$ cat src/mtd_regs.svh
// Register offsets, field positions, reset values and widths for motion threshold detect
`ifndef MTD_REGS_SVH
`define MTD_REGS_SVH

// ****************************************************************
// Register offsets
// ****************************************************************
`define MTD_ACT_THR_HIGH_ADDR   8'h20
`define MTD_ACT_THR_LOW_ADDR    8'h21
`define MTD_ACT_COUNT_ADDR      8'h22
`define MTD_INACT_THR_HIGH_ADDR 8'h23
`define MTD_INACT_THR_LOW_ADDR  8'h24
`define MTD_INACT_COUNT_HI_ADDR 8'h25
`define MTD_INACT_COUNT_LO_ADDR 8'h26

// ****************************************************************
// Field layout and reset values
// ****************************************************************
`define MTD_HIGH_FIELD_MASK     8'h7F
`define MTD_LOW_FIELD_MASK      8'hFC
`define MTD_LOW_FIELD_SHIFT     2
`define MTD_REG_RESET           8'h00
`define MTD_SAMPLE_W            14
`define MTD_THR_W               13
`define MTD_ACT_COUNT_W         8
`define MTD_INACT_COUNT_W       16
`define MTD_AXES                3
`define MTD_REG_FILE_DEPTH      8

`endif

$ cat src/mtd_pkg.sv
// Types shared by the motion threshold detect block
package mtd_pkg;

	typedef logic [7:0] mtd_byte_t;

	// Register access request from the documented register port
	typedef struct packed {
		logic      wr_en;
		logic      rd_en;
		mtd_byte_t addr;
		mtd_byte_t wdata;
	} mtd_reg_req_s;

	// Event outputs
	typedef struct packed {
		logic act;
		logic inact;
	} mtd_event_s;

	typedef enum logic [1:0] {
		MTD_RUN_IDLE    = 2'b01,
		MTD_RUN_COUNTING = 2'b10
	} mtd_run_e;

endpackage

$ cat src/mtd_reg_mem.sv
// Small register store with registered read data
`timescale 1ns/1ps
module mtd_reg_mem
	import mtd_pkg::*;
#(
	parameter int DEPTH = 8
) (
	input  wire logic                     core_clk_i,
	input  wire logic                     rst_i,
	input  wire logic                     wr_en_i,
	input  wire logic [$clog2(DEPTH)-1:0] wr_idx_i,
	input  wire logic [7:0]               wr_data_i,
	input  wire logic [$clog2(DEPTH)-1:0] rd_idx_i,
	output logic      [7:0]               rd_data_o,
	output logic      [DEPTH*8-1:0]       all_o
);

	logic [7:0] mem_reg [DEPTH];
	logic [7:0] rd_data_reg;

	genvar g;
	generate
		for (g = 0; g < DEPTH; g++) begin : g_word
			always_ff @(posedge core_clk_i) begin
				if (rst_i) begin
					mem_reg[g] <= 8'h00;
				end else if (wr_en_i && wr_idx_i == g) begin
					mem_reg[g] <= wr_data_i;
				end
			end
			assign all_o[g*8 +: 8] = mem_reg[g];
		end
	endgenerate

	always_ff @(posedge core_clk_i) begin
		if (rst_i) begin
			rd_data_reg <= 8'h00;
		end else begin
			rd_data_reg <= mem_reg[rd_idx_i];
		end
	end

	assign rd_data_o = rd_data_reg;

endmodule

$ cat src/mtd_motion_threshold_detect.sv
// Activity and inactivity threshold detection with its configuration registers
`timescale 1ns/1ps
`include "mtd_regs.svh"

// Operation
// - Activity compares the absolute value of each 14-bit signed axis sample to the 13-bit threshold.
// - Activity threshold bits 5..0 sit in bits 7..2 of its low register, bits 1..0 read zero.
// - Activity threshold bits 12..6 sit in bits 6..0 of its high register, bit 7 reads zero.
// - Thresholds are compared as raw codes with no rescaling for the measurement range.
// - Activity fires after the 8-bit count of consecutive samples with any axis above threshold.
// - A sample is inactive only when its magnitude is strictly below the inactivity threshold.
// - Inactivity threshold bits 12..6 sit in bits 6..0 of its high register, bit 7 reserved.
// - Threshold and activity count registers reset to zero and their fields are read-write.
// - Inactivity threshold low register follows the high one, bits 7..2 hold bits 5..0.
// - Inactivity fires after the 16-bit count of consecutive samples with all axes below.
module mtd_motion_threshold_detect
	import mtd_pkg::*;
#(
	parameter int SAMPLE_W = `MTD_SAMPLE_W,
	parameter int THR_W    = `MTD_THR_W
) (
	input  wire logic                  core_clk_i,
	input  wire logic                  rst_i,
	input  wire logic                  reg_wr_en_i,
	input  wire logic                  reg_rd_en_i,
	input  wire logic [7:0]            reg_addr_i,
	input  wire logic [7:0]            reg_wdata_i,
	output logic      [7:0]            reg_rdata_o,
	output logic                       reg_rvalid_o,
	input  wire logic                  sample_valid_i,
	input  wire logic [SAMPLE_W-1:0]   sample_x_i,
	input  wire logic [SAMPLE_W-1:0]   sample_y_i,
	input  wire logic [SAMPLE_W-1:0]   sample_z_i,
	output logic                       activity_event_o,
	output logic                       inactivity_event_o
);

	// ****************************************************************
	// Register port decode
	// ****************************************************************
	localparam int IDX_W = $clog2(`MTD_REG_FILE_DEPTH);

	function automatic logic [7:0] field_mask(input logic [7:0] addr);
		unique case (addr)
			`MTD_ACT_THR_HIGH_ADDR:   field_mask = `MTD_HIGH_FIELD_MASK;
			`MTD_INACT_THR_HIGH_ADDR: field_mask = `MTD_HIGH_FIELD_MASK;
			`MTD_ACT_THR_LOW_ADDR:    field_mask = `MTD_LOW_FIELD_MASK;
			`MTD_INACT_THR_LOW_ADDR:  field_mask = `MTD_LOW_FIELD_MASK;
			default:                  field_mask = 8'hFF;
		endcase
	endfunction

	function automatic logic in_map(input logic [7:0] addr);
		in_map = addr >= `MTD_ACT_THR_HIGH_ADDR && addr <= `MTD_INACT_COUNT_LO_ADDR;
	endfunction

	mtd_reg_req_s req;
	assign req = '{wr_en: reg_wr_en_i, rd_en: reg_rd_en_i, addr: reg_addr_i,
		wdata: reg_wdata_i};

	wire              wr_hit   = req.wr_en && in_map(req.addr);
	wire              rd_hit   = req.rd_en && in_map(req.addr);
	wire [IDX_W-1:0]  wr_idx   = IDX_W'(req.addr - `MTD_ACT_THR_HIGH_ADDR);
	// Reserved bits are never stored, so they always read zero
	wire [7:0]        wr_data  = req.wdata & field_mask(req.addr);
	// Spare top word is never written, so unmapped reads see zero
	wire [IDX_W-1:0]  rd_idx   = rd_hit ? wr_idx : IDX_W'(`MTD_REG_FILE_DEPTH - 1);
	wire [7:0]        mem_rdata;
	wire [`MTD_REG_FILE_DEPTH*8-1:0] mem_all;

	mtd_reg_mem #(
		.DEPTH(`MTD_REG_FILE_DEPTH)
	) u_mem (
		.core_clk_i(core_clk_i),
		.rst_i     (rst_i),
		.wr_en_i   (wr_hit),
		.wr_idx_i  (wr_idx),
		.wr_data_i (wr_data),
		.rd_idx_i  (rd_idx),
		.rd_data_o (mem_rdata),
		.all_o     (mem_all)
	);

	logic rvalid_reg;

	always_ff @(posedge core_clk_i) begin
		if (rst_i) begin
			rvalid_reg <= 1'b0;
		end else begin
			rvalid_reg <= req.rd_en;
		end
	end

	assign reg_rdata_o  = mem_rdata;
	assign reg_rvalid_o = rvalid_reg;

	// ****************************************************************
	// Threshold and count assembly
	// ****************************************************************
	function automatic logic [7:0] reg_at(input logic [`MTD_REG_FILE_DEPTH*8-1:0] all,
		input logic [7:0] addr);
		reg_at = all[(IDX_W'(addr - `MTD_ACT_THR_HIGH_ADDR))*8 +: 8];
	endfunction

	wire [7:0]       act_thr_high_byte   = reg_at(mem_all, `MTD_ACT_THR_HIGH_ADDR);
	wire [7:0]       act_thr_low_byte    = reg_at(mem_all, `MTD_ACT_THR_LOW_ADDR);
	wire [7:0]       inact_thr_high_byte = reg_at(mem_all, `MTD_INACT_THR_HIGH_ADDR);
	wire [7:0]       inact_thr_low_byte  = reg_at(mem_all, `MTD_INACT_THR_LOW_ADDR);
	wire [THR_W-1:0] act_thr   = {act_thr_high_byte[6:0], act_thr_low_byte[7:2]};
	wire [THR_W-1:0] inact_thr = {inact_thr_high_byte[6:0], inact_thr_low_byte[7:2]};
	wire [`MTD_ACT_COUNT_W-1:0]   act_count   = reg_at(mem_all, `MTD_ACT_COUNT_ADDR);
	wire [`MTD_INACT_COUNT_W-1:0] inact_count = {reg_at(mem_all, `MTD_INACT_COUNT_HI_ADDR),
		reg_at(mem_all, `MTD_INACT_COUNT_LO_ADDR)};

	// ****************************************************************
	// Magnitude compare
	// ****************************************************************
	// Magnitude of -8192 is 8192, one bit above any threshold
	function automatic logic [SAMPLE_W-1:0] magnitude(input logic [SAMPLE_W-1:0] s);
		magnitude = s[SAMPLE_W-1] ? SAMPLE_W'(-s) : s;
	endfunction

	wire [SAMPLE_W-1:0] samples [`MTD_AXES];
	assign samples[0] = sample_x_i;
	assign samples[1] = sample_y_i;
	assign samples[2] = sample_z_i;

	wire [`MTD_AXES-1:0] axis_above;
	wire [`MTD_AXES-1:0] axis_below;

	genvar a;
	generate
		for (a = 0; a < `MTD_AXES; a++) begin : g_axis
			// Raw code compare, range setting does not enter
			assign axis_above[a] = magnitude(samples[a]) > {1'b0, act_thr};
			assign axis_below[a] = magnitude(samples[a]) < {1'b0, inact_thr};
		end
	endgenerate

	wire sample_active   = |axis_above;
	wire sample_inactive = &axis_below;

	// ****************************************************************
	// Consecutive sample counters
	// ****************************************************************
	logic [`MTD_ACT_COUNT_W-1:0]   act_run_reg;
	logic [`MTD_ACT_COUNT_W-1:0]   act_run_next;
	logic [`MTD_INACT_COUNT_W-1:0] inact_run_reg;
	logic [`MTD_INACT_COUNT_W-1:0] inact_run_next;
	logic                          act_evt_reg;
	logic                          inact_evt_reg;
	mtd_run_e                      act_state_reg;

	// Run register saturates one below the programmed count; event fires on the sample that reaches the count
	wire act_reached   = {1'b0, act_run_reg} + 9'h001 >= {1'b0, act_count};
	wire inact_reached = {1'b0, inact_run_reg} + 17'h00001 >= {1'b0, inact_count};

	assign act_run_next = !sample_active ? '0 :
		(act_reached ? act_run_reg : act_run_reg + 8'h01);
	assign inact_run_next = !sample_inactive ? '0 :
		(inact_reached ? inact_run_reg : inact_run_reg + 16'h0001);

	always_ff @(posedge core_clk_i) begin
		if (rst_i) begin
			act_run_reg   <= '0;
			inact_run_reg <= '0;
			act_evt_reg   <= 1'b0;
			inact_evt_reg <= 1'b0;
			act_state_reg <= MTD_RUN_IDLE;
		end else if (sample_valid_i) begin
			act_run_reg   <= act_run_next;
			inact_run_reg <= inact_run_next;
			act_evt_reg   <= sample_active && act_reached;
			inact_evt_reg <= sample_inactive && inact_reached;
			act_state_reg <= sample_active ? MTD_RUN_COUNTING : MTD_RUN_IDLE;
		end else begin
			act_evt_reg   <= 1'b0;
			inact_evt_reg <= 1'b0;
		end
	end

	mtd_event_s evt;
	assign evt = '{act: act_evt_reg, inact: inact_evt_reg};
	assign activity_event_o   = evt.act;
	assign inactivity_event_o = evt.inact;

	// ****************************************************************
	// Checks
	// ****************************************************************
	chk_act_event_cause: assert property (@(posedge core_clk_i) disable iff (rst_i)
		activity_event_o |-> $past(sample_valid_i) && $past(sample_active))
		else $error("activity event without an active sample");
	chk_inact_event_cause: assert property (@(posedge core_clk_i) disable iff (rst_i)
		inactivity_event_o |-> $past(sample_valid_i) && $past(sample_inactive))
		else $error("inactivity event without an inactive sample");
	chk_act_run_reset: assert property (@(posedge core_clk_i) disable iff (rst_i)
		sample_valid_i && !sample_active |=> act_run_reg == '0)
		else $error("activity run not cleared");
	chk_inact_run_reset: assert property (@(posedge core_clk_i) disable iff (rst_i)
		sample_valid_i && !sample_inactive |=> inact_run_reg == '0)
		else $error("inactivity run not cleared");
	chk_low_reserved_zero: assert property (@(posedge core_clk_i) disable iff (rst_i)
		reg_rvalid_o && $past(req.addr) == `MTD_ACT_THR_LOW_ADDR |-> reg_rdata_o[1:0] == 2'b00)
		else $error("reserved low bits read nonzero");
	chk_high_reserved_zero: assert property (@(posedge core_clk_i) disable iff (rst_i)
		reg_rvalid_o && $past(req.addr) == `MTD_ACT_THR_HIGH_ADDR |-> reg_rdata_o[7] == 1'b0)
		else $error("reserved high bit read nonzero");
	chk_inact_high_reserved: assert property (@(posedge core_clk_i) disable iff (rst_i)
		reg_rvalid_o && $past(req.addr) == `MTD_INACT_THR_HIGH_ADDR |-> reg_rdata_o[7] == 1'b0)
		else $error("inactivity reserved bit read nonzero");
	chk_write_readback: assert property (@(posedge core_clk_i) disable iff (rst_i)
		req.wr_en && req.addr == `MTD_ACT_COUNT_ADDR ##1 !req.wr_en
		##1 req.rd_en && !req.wr_en && req.addr == `MTD_ACT_COUNT_ADDR
		|=> reg_rdata_o == $past(req.wdata, 3))
		else $error("activity count readback mismatch");
	chk_inact_low_field: assert property (@(posedge core_clk_i) disable iff (rst_i)
		reg_rvalid_o && $past(req.addr) == `MTD_INACT_THR_LOW_ADDR |-> reg_rdata_o[1:0] == 2'b00)
		else $error("inactivity low reserved bits nonzero");
	chk_strict_above: assert property (@(posedge core_clk_i) disable iff (rst_i)
		sample_active |-> magnitude(sample_x_i) > act_thr || magnitude(sample_y_i) > act_thr
		|| magnitude(sample_z_i) > act_thr)
		else $error("activity qualified without exceeding threshold");

	// Register port
	chk_rvalid_after_read: assert property (@(posedge core_clk_i) disable iff (rst_i)
		req.rd_en |=> reg_rvalid_o)
		else $error("read valid missing after a read strobe");
	chk_rvalid_only_read: assert property (@(posedge core_clk_i) disable iff (rst_i)
		!req.rd_en |=> !reg_rvalid_o)
		else $error("read valid without a read strobe");
	chk_unmapped_zero: assert property (@(posedge core_clk_i) disable iff (rst_i)
		req.rd_en && !in_map(req.addr) |=> reg_rdata_o == 8'h00)
		else $error("unmapped read returned nonzero");
	chk_reset_regs_zero: assert property (@(posedge core_clk_i) disable iff (rst_i)
		$fell(rst_i) |-> mem_all == '0)
		else $error("register not zero after reset");
	chk_act_count_field: assert property (@(posedge core_clk_i) disable iff (rst_i)
		req.wr_en && req.addr == `MTD_ACT_COUNT_ADDR |=> act_count == $past(req.wdata))
		else $error("activity count not taken from write");
	chk_act_low_field: assert property (@(posedge core_clk_i) disable iff (rst_i)
		req.wr_en && req.addr == `MTD_ACT_THR_LOW_ADDR |=> act_thr[5:0] == $past(req.wdata[7:2]))
		else $error("activity threshold low field misplaced");
	chk_act_high_field: assert property (@(posedge core_clk_i) disable iff (rst_i)
		req.wr_en && req.addr == `MTD_ACT_THR_HIGH_ADDR |=> act_thr[12:6] == $past(req.wdata[6:0]))
		else $error("activity threshold high field misplaced");
	chk_inact_high_field: assert property (@(posedge core_clk_i) disable iff (rst_i)
		req.wr_en && req.addr == `MTD_INACT_THR_HIGH_ADDR
		|=> inact_thr[12:6] == $past(req.wdata[6:0]))
		else $error("inactivity threshold high field misplaced");
	chk_inact_low_write: assert property (@(posedge core_clk_i) disable iff (rst_i)
		req.wr_en && req.addr == `MTD_INACT_THR_LOW_ADDR
		|=> inact_thr[5:0] == $past(req.wdata[7:2]))
		else $error("inactivity threshold low field misplaced");
	chk_inact_count_low: assert property (@(posedge core_clk_i) disable iff (rst_i)
		req.wr_en && req.addr == `MTD_INACT_COUNT_LO_ADDR |=> inact_count[7:0] == $past(req.wdata))
		else $error("inactivity count low byte not taken");
	chk_inact_count_high: assert property (@(posedge core_clk_i) disable iff (rst_i)
		req.wr_en && req.addr == `MTD_INACT_COUNT_HI_ADDR |=> inact_count[15:8] == $past(req.wdata))
		else $error("inactivity count high byte not taken");

	// Detection
	chk_act_idle_quiet: assert property (@(posedge core_clk_i) disable iff (rst_i)
		!sample_valid_i |=> !activity_event_o)
		else $error("activity event without a sample");
	chk_inact_idle_quiet: assert property (@(posedge core_clk_i) disable iff (rst_i)
		!sample_valid_i |=> !inactivity_event_o)
		else $error("inactivity event without a sample");
	chk_act_break_quiet: assert property (@(posedge core_clk_i) disable iff (rst_i)
		sample_valid_i && !sample_active |=> !activity_event_o)
		else $error("activity event on a quiet sample");
	chk_inact_break_quiet: assert property (@(posedge core_clk_i) disable iff (rst_i)
		sample_valid_i && !sample_inactive |=> !inactivity_event_o)
		else $error("inactivity event on a moving sample");
	chk_act_run_step: assert property (@(posedge core_clk_i) disable iff (rst_i)
		sample_valid_i && sample_active && !act_reached |=> act_run_reg == $past(act_run_reg) + 8'h01)
		else $error("activity run did not advance");
	chk_inact_run_step: assert property (@(posedge core_clk_i) disable iff (rst_i)
		sample_valid_i && sample_inactive && !inact_reached
		|=> inact_run_reg == $past(inact_run_reg) + 16'h0001)
		else $error("inactivity run did not advance");
	chk_act_short_run: assert property (@(posedge core_clk_i) disable iff (rst_i)
		sample_valid_i && sample_active && act_count <= 8'h01 |=> activity_event_o)
		else $error("activity event missing for a run of one");
	chk_inact_short_run: assert property (@(posedge core_clk_i) disable iff (rst_i)
		sample_valid_i && sample_inactive && inact_count <= 16'h0001 |=> inactivity_event_o)
		else $error("inactivity event missing for a run of one");
	chk_full_scale_active: assert property (@(posedge core_clk_i) disable iff (rst_i)
		sample_valid_i && sample_x_i == {1'b1, (SAMPLE_W-1)'(0)} |-> sample_active && !sample_inactive)
		else $error("full scale negative sample misjudged");
	chk_inact_strict_below: assert property (@(posedge core_clk_i) disable iff (rst_i)
		sample_inactive |-> magnitude(sample_x_i) < inact_thr && magnitude(sample_y_i) < inact_thr
		&& magnitude(sample_z_i) < inact_thr)
		else $error("inactivity qualified without all axes below threshold");
	chk_run_state_idle: assert property (@(posedge core_clk_i) disable iff (rst_i)
		sample_valid_i && !sample_active |=> act_state_reg == MTD_RUN_IDLE)
		else $error("activity run state not back to idle");

	cov_act_event:   cover property (@(posedge core_clk_i) disable iff (rst_i) activity_event_o);
	cov_inact_event: cover property (@(posedge core_clk_i) disable iff (rst_i)
		inactivity_event_o);
	cov_run_break:   cover property (@(posedge core_clk_i) disable iff (rst_i)
		act_state_reg == MTD_RUN_COUNTING && sample_valid_i && !sample_active);
	cov_inact_break: cover property (@(posedge core_clk_i) disable iff (rst_i)
		sample_valid_i && !sample_inactive && inact_run_reg != '0);
	cov_unmapped_rd: cover property (@(posedge core_clk_i) disable iff (rst_i)
		req.rd_en && !in_map(req.addr));

endmodule

$ cat config.mk
export PLATFORM = sky130hd
export DESIGN_NAME = mtd_motion_threshold_detect
export DESIGN_NICKNAME = d
export VERILOG_FILES = /design/src/mtd_pkg.sv /design/src/mtd_reg_mem.sv /design/src/mtd_motion_threshold_detect.sv
export VERILOG_INCLUDE_DIRS = /design/src
export SDC_FILE = /design/constraint.sdc
export NUM_CORES = 1
export LEC_CHECK = 0
export BUFFER_PORTS_ARGS = -buffer_cell sky130_fd_sc_hd__buf_2
export CORE_ASPECT_RATIO = 0.5
export CORE_UTILIZATION = 60
export DETAILED_ROUTE_END_ITERATION = 7
export HOLD_SLACK_MARGIN = 0.1
export MAX_ROUTING_LAYER = met4
export PLACE_DENSITY_LB_ADDON = 0.1
export SLEW_MARGIN = 25
export SYNTH_ARGS = -nofsm -noshare
export SYNTH_HDL_FRONTEND = slang
export SYNTH_HIERARCHICAL = 1
export SYNTH_SLANG_ARGS = --single-unit
$ cat constraint.sdc
create_clock -name core_clk_i -period 6.95 [get_ports core_clk_i]
set_input_delay 0 -clock core_clk_i [delete_from_list [all_inputs] [get_ports core_clk_i]]
set_output_delay 0 -clock core_clk_i [all_outputs]
set_load 0.005 [all_outputs]
==> results of run 1 <==
==> layout make-up <==
cell class / instances / area [um^2]
flip-flops and latches: 99 / 2620
inverters: 64 / 240
well taps: 170 / 213
clock inverters: 4 / 26.3
clock buffers: 12 / 246
fillers: 1023 / 4060
multi-input cells: 618 / 4940
repair buffers: 80 / 423
==> synth_stat cells, types with 5 or more instances <==
cell type and count:
a21o_1 15, inv_1 63, o31ai_1 11, a22o_1 14, and2_1 67, o21ai_0 35
edfxtp_1 64, a21boi_0 9, xor2_1 8, mux4_1 8, clkbuf_1 7, mux4_2 8
nor4_1 8, a211oi_1 6, o21a_1 5, and3_1 10, mux2i_1 8, or3_1 6
nand3_1 26, o41ai_1 6, or2_2 5, dfxtp_1 35, xnor2_1 44, nor2b_1 9
ha_1 104, nand2b_1 12, nand2_1 49, nor2_1 39, nor3_1 7, a21oi_1 21
nand4_1 10
==> kinds of logic (layout without fill, tap and decap cells) <==
family	count (synthesis)	count (layout)	synth area share [%]
xor gates and xnor gates	52	52	5.76
buffers and inverters	79	160	4.29
DFF	99	99	33.2
adders and majority gates	104	104	16.5
and+or+nand+nor	276	276	19.8
AOI/OAI and AO/OA	161	161	14.5
muxes	25	25	6.09
==> through the flow <==
step / instances / util (%) / power (uW) / hold slack (ps)
global route: 1047 / 68.2 / 1510 / 120
finish: 1047 / 68.2 / 1450 / 114
global placement: 1029 / 65.9 / 982 / 239
detailed placement: 1029 / 65.9 / 993 / 246
CTS: 1047 / 68.2 / 1450 / 103
floorplan: 796 / - / 879 / 128
==> routing by layer <==
metal  vias up  global-route usage [%]
li1       3097                       -
met1      3050                    44.0
met2       248                    48.9
met3        30                    7.34
met4         0                    8.08
met5         -                       -
==> critical path, cell delays in order (launching register included) <==
cell and delay [ps]:
dfxtp_1 390, ha_1 250, nand3_1 170, nor3_1 440, and3_1 240, nand3_1 160
xnor2_1 170, ha_1 280, nand2_1 110, a21oi_1 50, a2111oi_0 300, a31oi_1 190
or2_1 390, nor3_4 490, mux2_2 250
==> power by group through the flow <==
stage / clock (uW) / combinational [uW] / sequential [uW]
after detailed placement: 0 / 313 / 680
after global placement: 0 / 303 / 679
after floorplan: 0 / 209 / 670
after global routing: 489 / 354 / 670
after CTS: 468 / 316 / 667
final: 463 / 321 / 668
==> worst paths after layout <==
check	slack, ps	to	cells after the start	start
setup / recovery	3010	inact_run_reg[0]	14	inact_run_reg[0]
hold / removal	110	u_mem/mem_reg[7][6]	2	reg_wdata_i[6]
setup reg to reg	3010	inact_run_reg[0]	14	inact_run_reg[0]
hold reg to reg	490	act_run_reg[1]	2	act_run_reg[1]
==> summary.md, run 1 <==
| Metric | Value |
|---|---|
| CTS root buf | `clkbuf_16` |
| Vias in the first global route | `5983` |
| Max cap viols | `0` |
| DR vias | `6425` |
| Post-CTS setup buffers | `0` |
| Overall routing resource usage | `32.4%` |
| CP Capture Type | `flip-flop` |
| Clock group share of total power | `31.9%` |
| Crit path arrival time | `4220 ps` |
| Met3 wire length | `1.72 mm` |
| P_int | `1030 uW` |
| Die W | `164 um` |
| RSZ-0062 raised after global routing | `false` |
| Share of cells above drive strength 1 | `14.8%` |
| Routed length per instance | `19.9 um` |
| Core area | `12800 um^2` |
| Max-slew headroom | `44.4%` |
| Hold Crit Class | `primary input to flip-flop` |
| Core Rows | `29` |
| Fin nets | `1039` |
| Final TNS setup | `0 ps` |
| Die Area | `13700 um^2` |
| Top_reg_cell synth | `edfxtp_1` |
| Met2 wire length | `9.26 mm` |
| Drt initial violations | `533` |
| Port bufs | `73` |
| Worst skew pair latency | `340 ps` |
| Design area | `8710 um^2` |
| Kind of critical path | `flip-flop to flip-flop` |
| Antenna violations before repair | `0` |
| Io pins | `74` |
| Placed cell area | `8420 um^2` |
| Synth top area share | `24.3%` |
| Die Ht | `83.2 um` |
| Clock sink total | `99` |
| Final HPWL DP | `16.4 mm` |
| Clock skew | `6.38 ps` |
| Met1 Wirelength | `9.52 mm` |
| Crit start category | `flip-flop` |
| Cts bufs inserted | `9` |
| DRC | `0` |
| Post-synth EDFFs | `64` |
| #FFs+latches synth | `99` |
| Initial DRT Pass Iterations | `5` |
| Routed WL | `20.8 mm` |
| Commonest non-fill, non-tap cell in the layout | `ha_1` |
| Vias per cell | `6.14` |
| Area leader, netlist | `edfxtp_1` |
| Top layer in use | `met4` |
| Leak | `0.00389 uW` |
| Final max-slew violation count | `0` |
| Clock buffer depth | `2` |
| Power share of the sequential group | `46.0%` |
| Antenna diodes | `0` |
| Asr flop ratio synth | `0%` |
| Final hold violations | `0` |
| Largest net degree at the start of global routing | `21` |
| CTS tree | `done` |
| VDD IR-drop max | `158 uV` |
| Min Tclk post-route | `3940 ps` |
| CP max FO | `14` |
| Final setup viols | `0` |
| Post-CTS sizing | `0` |
| Fmax | `254 MHz` |
| Final worst slack | `3010 ps` |
| Netlist cell types | `79` |
| Status | `complete, no violations` |
| Synth warn | `6` |
| RePlAce Congestion | `0.926` |
| First-pass GRT wire length | `32.1 mm` |
| Netlist Area Pre-Place | `7910 um^2` |
| Sw power | `418 uW` |
| Max reg flops | `64` |
| Pre-CTS setup slack | `3050 ps` |
| Gate power share | `22.1%` |
| CTS Hold Bufs | `2` |
| Net Sw Frac | `28.8%` |
| Largest cells by area after synthesis | `edfxtp_1 24%, ha_1 16%, dfxtp_1 8.9%` |
| Crit path required time | `7230 ps` |
| Global route total overflow | `0` |
| Area growth, synth to finish | `10.2%` |
| Seq/Total Area, Yosys | `33.2%` |
| Period utilization | `56.6%` |
| Pwr per Cell Area | `167 nW/um^2` |
| Mapped Nets | `963` |
| Commonest cells after routing, fill and taps aside | `104 x ha_1, 73 x buf_2, 67 x and2_1` |
| Antenna-violating nets left | `0` |
| Htree depth | `3` |
| Mean Syn Cell Area | `9.93 um^2` |
| Slew @ Worst Pin | `829 ps` |
| Initial Utilization | `61.9%` |
| Mapped Cells | `796` |
| CTS clock-pin slew for the worst setup and hold paths | `70 ps` |
Note: power is estimated with default switching activity, not from simulation.
==> run 2: changes to the inputs <==
--- a/config.mk
+++ b/config.mk
@@ -8,7 +8,7 @@
 export LEC_CHECK = 0
 export BUFFER_PORTS_ARGS = -buffer_cell sky130_fd_sc_hd__buf_2
 export CORE_ASPECT_RATIO = 0.5
-export CORE_UTILIZATION = 60
+export CORE_UTILIZATION = 55
 export DETAILED_ROUTE_END_ITERATION = 7
 export HOLD_SLACK_MARGIN = 0.1
 export MAX_ROUTING_LAYER = met4
==> constraint.sdc (replaced) <==
create_clock -name core_clk_i -period 3.5 [get_ports core_clk_i]
set_input_delay 0 -clock core_clk_i [delete_from_list [all_inputs] [get_ports core_clk_i]]
set_output_delay 0 -clock core_clk_i [all_outputs]
set_load 0.005 [all_outputs]
==> run 2 against run 1 <==
  * Worst hold slack better by 59 ps
  * Combinational power is 110% higher
  * Via count is 3.6% higher
  * Fmax is 18% higher
  * Non-clock buffer count is 55 higher
  * Clock skew is 1.3 ps lower
  * Die area is 8.9% higher
==> summary.md, run 2 (synthesis results as in run 1) <==
| Metric | Value |
|---|---|
| Initial DRT Pass Iterations | `5 (unchanged)` |
| Placed cell area | `8820 um^2 (+4.7%)` |
| Routed length per instance | `18.9 um (-5.1%)` |
| DR vias | `6659 (+3.6%)` |
| Clock group share of total power | `33.6% (+1.7 points)` |
| Antenna violations before repair | `0 (unchanged)` |
| Share of cells above drive strength 1 | `20.1% (+5.2 points)` |
| CP max FO | `3 (-11)` |
| Power share of the sequential group | `43.7% (-2.3 points)` |
| Gate power share | `22.7% (+0.6 points)` |
| Largest net degree at the start of global routing | `21 (unchanged)` |
| Antenna diodes | `0 (unchanged)` |
| Final worst slack | `158 ps (-2860 ps)` |
| VDD IR-drop max | `253 uV (+60%)` |
| Commonest cells after routing, fill and taps aside | `104 x ha_1, 73 x buf_2, 67 x and2_1` |
| CTS clock-pin slew for the worst setup and hold paths | `60 ps (about the same)` |
| Final hold violations | `0 (unchanged)` |
| Final setup viols | `0 (unchanged)` |
| Clock buffer depth | `2 (unchanged)` |
| Final max-slew violation count | `0 (unchanged)` |
| Hold_ws | `173 ps (+59.2 ps)` |
| Filler instances | `1103 (+7.8%)` |
| Pre-CTS setup slack | `-189 ps (-3240 ps)` |
| Core Rows | `30 (+3.4%)` |
| Worst skew pair latency | `350 ps (about the same)` |
| Cts bufs inserted | `9 (unchanged)` |
| Leak | `0.00419 uW (+7.6%)` |
| Port bufs | `73 (unchanged)` |
| Antenna-violating nets left | `0 (unchanged)` |
| Slew @ Worst Pin | `585 ps (-244 ps)` |
| Status | `complete, no violations` |
| Die Area | `14900 um^2 (+8.9%)` |
| Die Ht | `86.8 um (+4.3%)` |
| Max reg flops | `64 (unchanged)` |
| Clock skew | `5.04 ps (-1.34 ps)` |
| Initial Utilization | `57.4% (-4.5 points)` |
| Period utilization | `95.5% (+39 points)` |
| Overall routing resource usage | `30.5% (-1.8 points)` |
| Io pins | `74 (unchanged)` |
| Max-slew headroom | `61.0% (+17 points)` |
| Crit. Startpoint | `inact_run_reg[1]` |
| Fin nets | `1094 (+5.3%)` |
| Htree depth | `3 (unchanged)` |
| Sw power | `861 uW (+110%)` |
| CP Capture Type | `flip-flop` |
| Vias in the first global route | `6265 (+4.7%)` |
| Crit path required time | `3790 ps (-3440 ps)` |
| Crit path arrival time | `3630 ps (-590 ps)` |
| Worst r2r src | `inact_run_reg[1]` |
| Die W | `172 um (+4.4%)` |
| Final HPWL DP | `16.8 mm (+2.4%)` |
| Kind of critical path | `flip-flop to flip-flop` |
| Vias per cell | `5.92 (-3.5%)` |
| Drt initial violations | `591 (+11%)` |
| Global route total overflow | `0 (unchanged)` |
| Max cap viols | `0 (unchanged)` |
| Fmax | `299 MHz (+18%)` |
| Clock sink total | `99 (unchanged)` |
| Core area | `13800 um^2 (+7.9%)` |
| CTS root buf | `clkbuf_16` |
| Pwr per Cell Area | `328 nW/um^2 (+97%)` |
| CTS tree | `done` |
| Design area | `9260 um^2 (+6.2%)` |
| Commonest non-fill, non-tap cell in the layout | `ha_1` |
| Crit start category | `flip-flop` |
| DRC | `0 (unchanged)` |
| RePlAce Congestion | `0.925 (about the same)` |
| P_int | `2170 uW (+110%)` |
| Hold Crit Class | `primary input to flip-flop` |
| Worst Min Path Start | `sample_valid_i` |
| PnR Total Power | `3030 uW (+110%)` |
| Min Tclk post-route | `3340 ps (-594 ps)` |
| Routed WL | `21.2 mm (+1.9%)` |
| First-pass GRT wire length | `32.5 mm (+1.5%)` |
| Net Sw Frac | `28.4% (-0.39 points)` |
| Area growth, synth to finish | `17.1%` |
==> run 2: area by class of cell <==
cell class | count | area [um^2] | area share (%)
Multi-Input combinational cell | 618 | 4990 | 53.9
Sequential cell | 99 | 2620 | 28.3
Timing Repair Buffer | 135 | 851 | 9.19
Clock buffer | 13 | 287 | 3.10
Inverter | 64 | 240 | 2.60
Clock inverter | 3 | 26.3 | 0.284
Tap cell | 192 | 240 | 2.60
==> run 2: worst paths after layout <==
| path | cells after the start | slack (ps) | endpoint |
|---|---|---|---|
| worst max-delay path | 17 | 160 | inact_run_reg[15] |
| worst max register to register | 17 | 160 | inact_run_reg[15] |
| worst min register to register | 2 | 520 | act_run_reg[1] |
| worst min-delay path | 3 | 170 | inact_run_reg[9] |
==> run 2: timing repair <==
item / in CTS / in global routing
setup endpoints to repair: 0 / 24
buffers inserted: 0 / 0
gates resized for setup: 0 / 10
hold buffers: 8 / 0
endpoints found under the hold margin: 27 / 0
==> run 2: worst max-delay path: stages, from the launching register on <==
cell	delay (ps)
dfxtp_1	340
ha_1	180
nand3_1	130
nor3_2	230
and3_1	220
nand3_1	140
xnor2_1	170
ha_1	270
nand2_1	100
nor4_2	290
buf_4	160
o31ai_1	70
a31oi_1	200
buf_4	150
nor2_1	60
a211oi_2	260
buf_4	190
a21o_1	130
==> run 2: per-layer routing <==
metal	GRT usage, %	routed length (um)
met1	38.6	9480
met2	50.4	9780
met3	5.75	1590
met4	8.04	389
met5	-	0
==> run 2: power by group through the flow <==
| stage | Combinational, uW | Sequential (uW) | Clock, uW |
|---|---|---|---|
| final | 687 | 1330 | 1020 |
| after detailed placement | 655 | 1350 | 0 |
| after CTS | 668 | 1320 | 1030 |
| after global placement | 634 | 1350 | 0 |
| after floorplan | 415 | 1330 | 0 |
| after global routing | 760 | 1330 | 1070 |
==> run 2: metrics by stage <==
step | util, % | cells | setup TNS (ps)
after floorplan | - | 796 | 0
after global placement | 64.0 | 1100 | -600
after detailed placement | 64.0 | 1100 | -3620
after CTS | 66.9 | 1124 | 0
after global routing | 67.2 | 1124 | -164
final | 67.2 | 1124 | 0
==> run 3: changes to the inputs <==
--- a/config.mk
+++ b/config.mk
@@ -8,11 +8,11 @@
 export LEC_CHECK = 0
 export BUFFER_PORTS_ARGS = -buffer_cell sky130_fd_sc_hd__buf_2
 export CORE_ASPECT_RATIO = 0.5
-export CORE_UTILIZATION = 55
+export CORE_UTILIZATION = 45
 export DETAILED_ROUTE_END_ITERATION = 7
 export HOLD_SLACK_MARGIN = 0.1
 export MAX_ROUTING_LAYER = met4
-export PLACE_DENSITY_LB_ADDON = 0.1
+export PLACE_DENSITY = 0.74
 export SLEW_MARGIN = 25
 export SYNTH_ARGS = -nofsm -noshare
 export SYNTH_HDL_FRONTEND = slang
==> run 3 against run 2 <==
  * Register-to-register slack worse by 40 ps
  * Global-route usage is 5.9 points lower
  * Clock skew is 2.7 ps higher
  * Die area is 22% higher
  * Non-clock buffer count is 12 lower
  * Power is 2.6% lower
  * Sequential cell count stayed put
  * Combinational power hardly changed
  * Critical endpoint is now inact_run_reg[14]
==> summary.md, run 3 (synthesis results as in run 1) <==
| Metric | Value |
|---|---|
| Antenna violations before repair | `0 (unchanged)` |
| Io pins | `74 (unchanged)` |
| CP max FO | `5 (+2)` |
| Layout Utilization | `55.2% (-12 points)` |
| Fin nets | `1082 (-1.1%)` |
| Commonest cells after routing, fill and taps aside | `103 x ha_1, 73 x buf_2, 67 x and2_1` |
| Crit start category | `flip-flop` |
| Drt initial violations | `499 (-16%)` |
| Area growth, synth to finish | `17.0% (about the same)` |
| Port bufs | `73 (unchanged)` |
| Max reg flops | `64 (unchanged)` |
| Final max-slew violation count | `0 (unchanged)` |
| Crit path required time | `3780 ps (about the same)` |
| Clock buffer depth | `2 (unchanged)` |
| Routed length per instance | `18.3 um (-3.0%)` |
| VDD IR-drop max | `306 uV (+21%)` |
| CTS root buf | `clkbuf_16` |
| Reg2reg setup slack | `120 ps (-40 ps)` |
| Share of cells above drive strength 1 | `20.7% (+0.59 points)` |
| Fmax | `296 MHz (-1.1%)` |
| CTS clock-pin slew for the worst setup and hold paths | `70 ps (about the same)` |
| Die W | `189 um (+10%)` |
| Clock sink total | `99 (unchanged)` |
| CTS tree | `done` |
| Kind of critical path | `flip-flop to flip-flop` |
| Max cap viols | `0 (unchanged)` |
| Hold Crit Class | `primary input to flip-flop` |
| Worst skew pair latency | `340 ps (about the same)` |
| Global route total overflow | `0 (unchanged)` |
| Final TNS setup | `0 ps (unchanged)` |
| Final HPWL DP | `16.7 mm (-0.71%)` |
| Cts bufs inserted | `9 (unchanged)` |
| Die Area | `18100 um^2 (+22%)` |
| Leak | `0.00412 uW (-1.8%)` |
| CP Capture Type | `flip-flop` |
| Die Ht | `95.7 um (+10%)` |
| Final setup viols | `0 (unchanged)` |
| DR vias | `6613 (-0.69%)` |
| Status | `complete, no violations` |
| Core area | `16800 um^2 (+22%)` |
| Final hold violations | `0 (unchanged)` |
| Largest stage delay on the critical path | `350 ps (about the same)` |
| Vias per cell | `5.77 (-2.7%)` |
| Max-slew headroom | `59.2% (-1.7 points)` |
| Pwr per Cell Area | `319 nW/um^2 (-2.5%)` |
| Slew @ Worst Pin | `612 ps (+27.1 ps)` |
| Htree depth | `3 (unchanged)` |
| Clock skew | `7.78 ps (+2.73 ps)` |
| First-pass GRT wire length | `33.1 mm (+1.8%)` |
| Crit path arrival time | `3660 ps (+30 ps)` |
| Cell repeated most along the worst path | `buf_4` |
| Antenna diodes | `0 (unchanged)` |
| CP cell instances | `ha_4 > nand3_1 > nor3_2 > and3_4 > nand3_2 > xnor2_1 > ha_1 > nand2_1 > nor4_2 > buf_4 > o31ai_1 > a31oi_1 > buf_4 > nor2_1 > a211oi_2 > buf_4 > a22o_1` |
| Min Tclk post-route | `3380 ps (+37.1 ps)` |
| DRC | `0 (unchanged)` |
| RePlAce Congestion | `0.935 (+1.1%)` |
| Initial Utilization | `47.2% (-10 points)` |
| Vias in the first global route | `6451 (+3.0%)` |
| Slowest-stage cell, CP | `dfxtp_2` |
| Commonest non-fill, non-tap cell in the layout | `ha_1` |
| Overall routing resource usage | `24.6% (-5.9 points)` |
| Core Rows | `33 (+10%)` |
| Period utilization | `96.5% (+1.1 points)` |
| Initial DRT Pass Iterations | `5 (unchanged)` |
| Routed WL | `21.0 mm (-0.98%)` |
| Antenna-violating nets left | `0 (unchanged)` |
| Largest net degree at the start of global routing | `21 (unchanged)` |
-- run 3: final cells by class --
| type | count | area (um^2) |
|---|---|---|
| multi-input cells | 618 | 5040 |
| flip-flops and latches | 99 | 2630 |
| inverters | 64 | 240 |
| fillers | 1480 | 7520 |
| repair buffers | 123 | 773 |
| clock buffers | 9 | 225 |
| well taps | 227 | 284 |
| clock inverters | 7 | 58.8 |
-- run 3: per-layer routing --
layer / GRT usage (%) / wire [um]
met3: 2.81 / 1100
met1: 30.8 / 9410
met4: 8.00 / 556
met2: 42.0 / 9970
met5: - / 0
-- run 3: power by group --
part	switching (uW)	internal (uW)
clock	446	493
combinational	386	304
sequential	36.5	1290
-- run 3: final timing paths --
path | from | endpoint | depth (start not counted)
min reg2reg | act_run_reg[1] | act_run_reg[1] | 2
max | inact_run_reg[0] | inact_run_reg[14] | 17
min | reg_wdata_i[4] | u_mem/mem_reg[7][4] | 2
max reg2reg | inact_run_reg[0] | inact_run_reg[14] | 17
-- run 3: through the flow --
| stage | setup WS (ps) | power (uW) | instances | hold WS [ps] | instance area (um^2) |
|---|---|---|---|---|---|
| floorplan | 148 | 1750 | 796 | 128 | 7910 |
| CTS | 6.85 | 2950 | 1145 | 115 | 9130 |
| detailed placement | -201 | 2010 | 1126 | 279 | 8810 |
| global placement | -104 | 1970 | 1126 | 281 | 8810 |
| global route | -67.2 | 3090 | 1147 | 122 | 9250 |
| finish | 121 | 2950 | 1147 | 122 | 9250 |
-- run 3: timing repair --
| action | 4_1_cts | 5_1_grt |
|---|---|---|
| setup endpoints to repair | 5 | 25 |
| pin swaps | 0 | 10 |
| hold buffers | 3 | 0 |
| gates resized for setup | 4 | 18 |
| gates cloned | 0 | 0 |
| buffers inserted | 0 | 2 |
| hold endpoints to repair | 15 | 0 |
-- run 3: worst max-delay path, delay by kind of cell, from the launching register on --
family	cells	cell delay (ps)
buffers and inverters	3	510
DFF	1	350
adders and majority gates	2	440
and+or+nand+nor	7	1120
xor gates and xnor gates	1	160
AOI/OAI and AO/OA	4	730
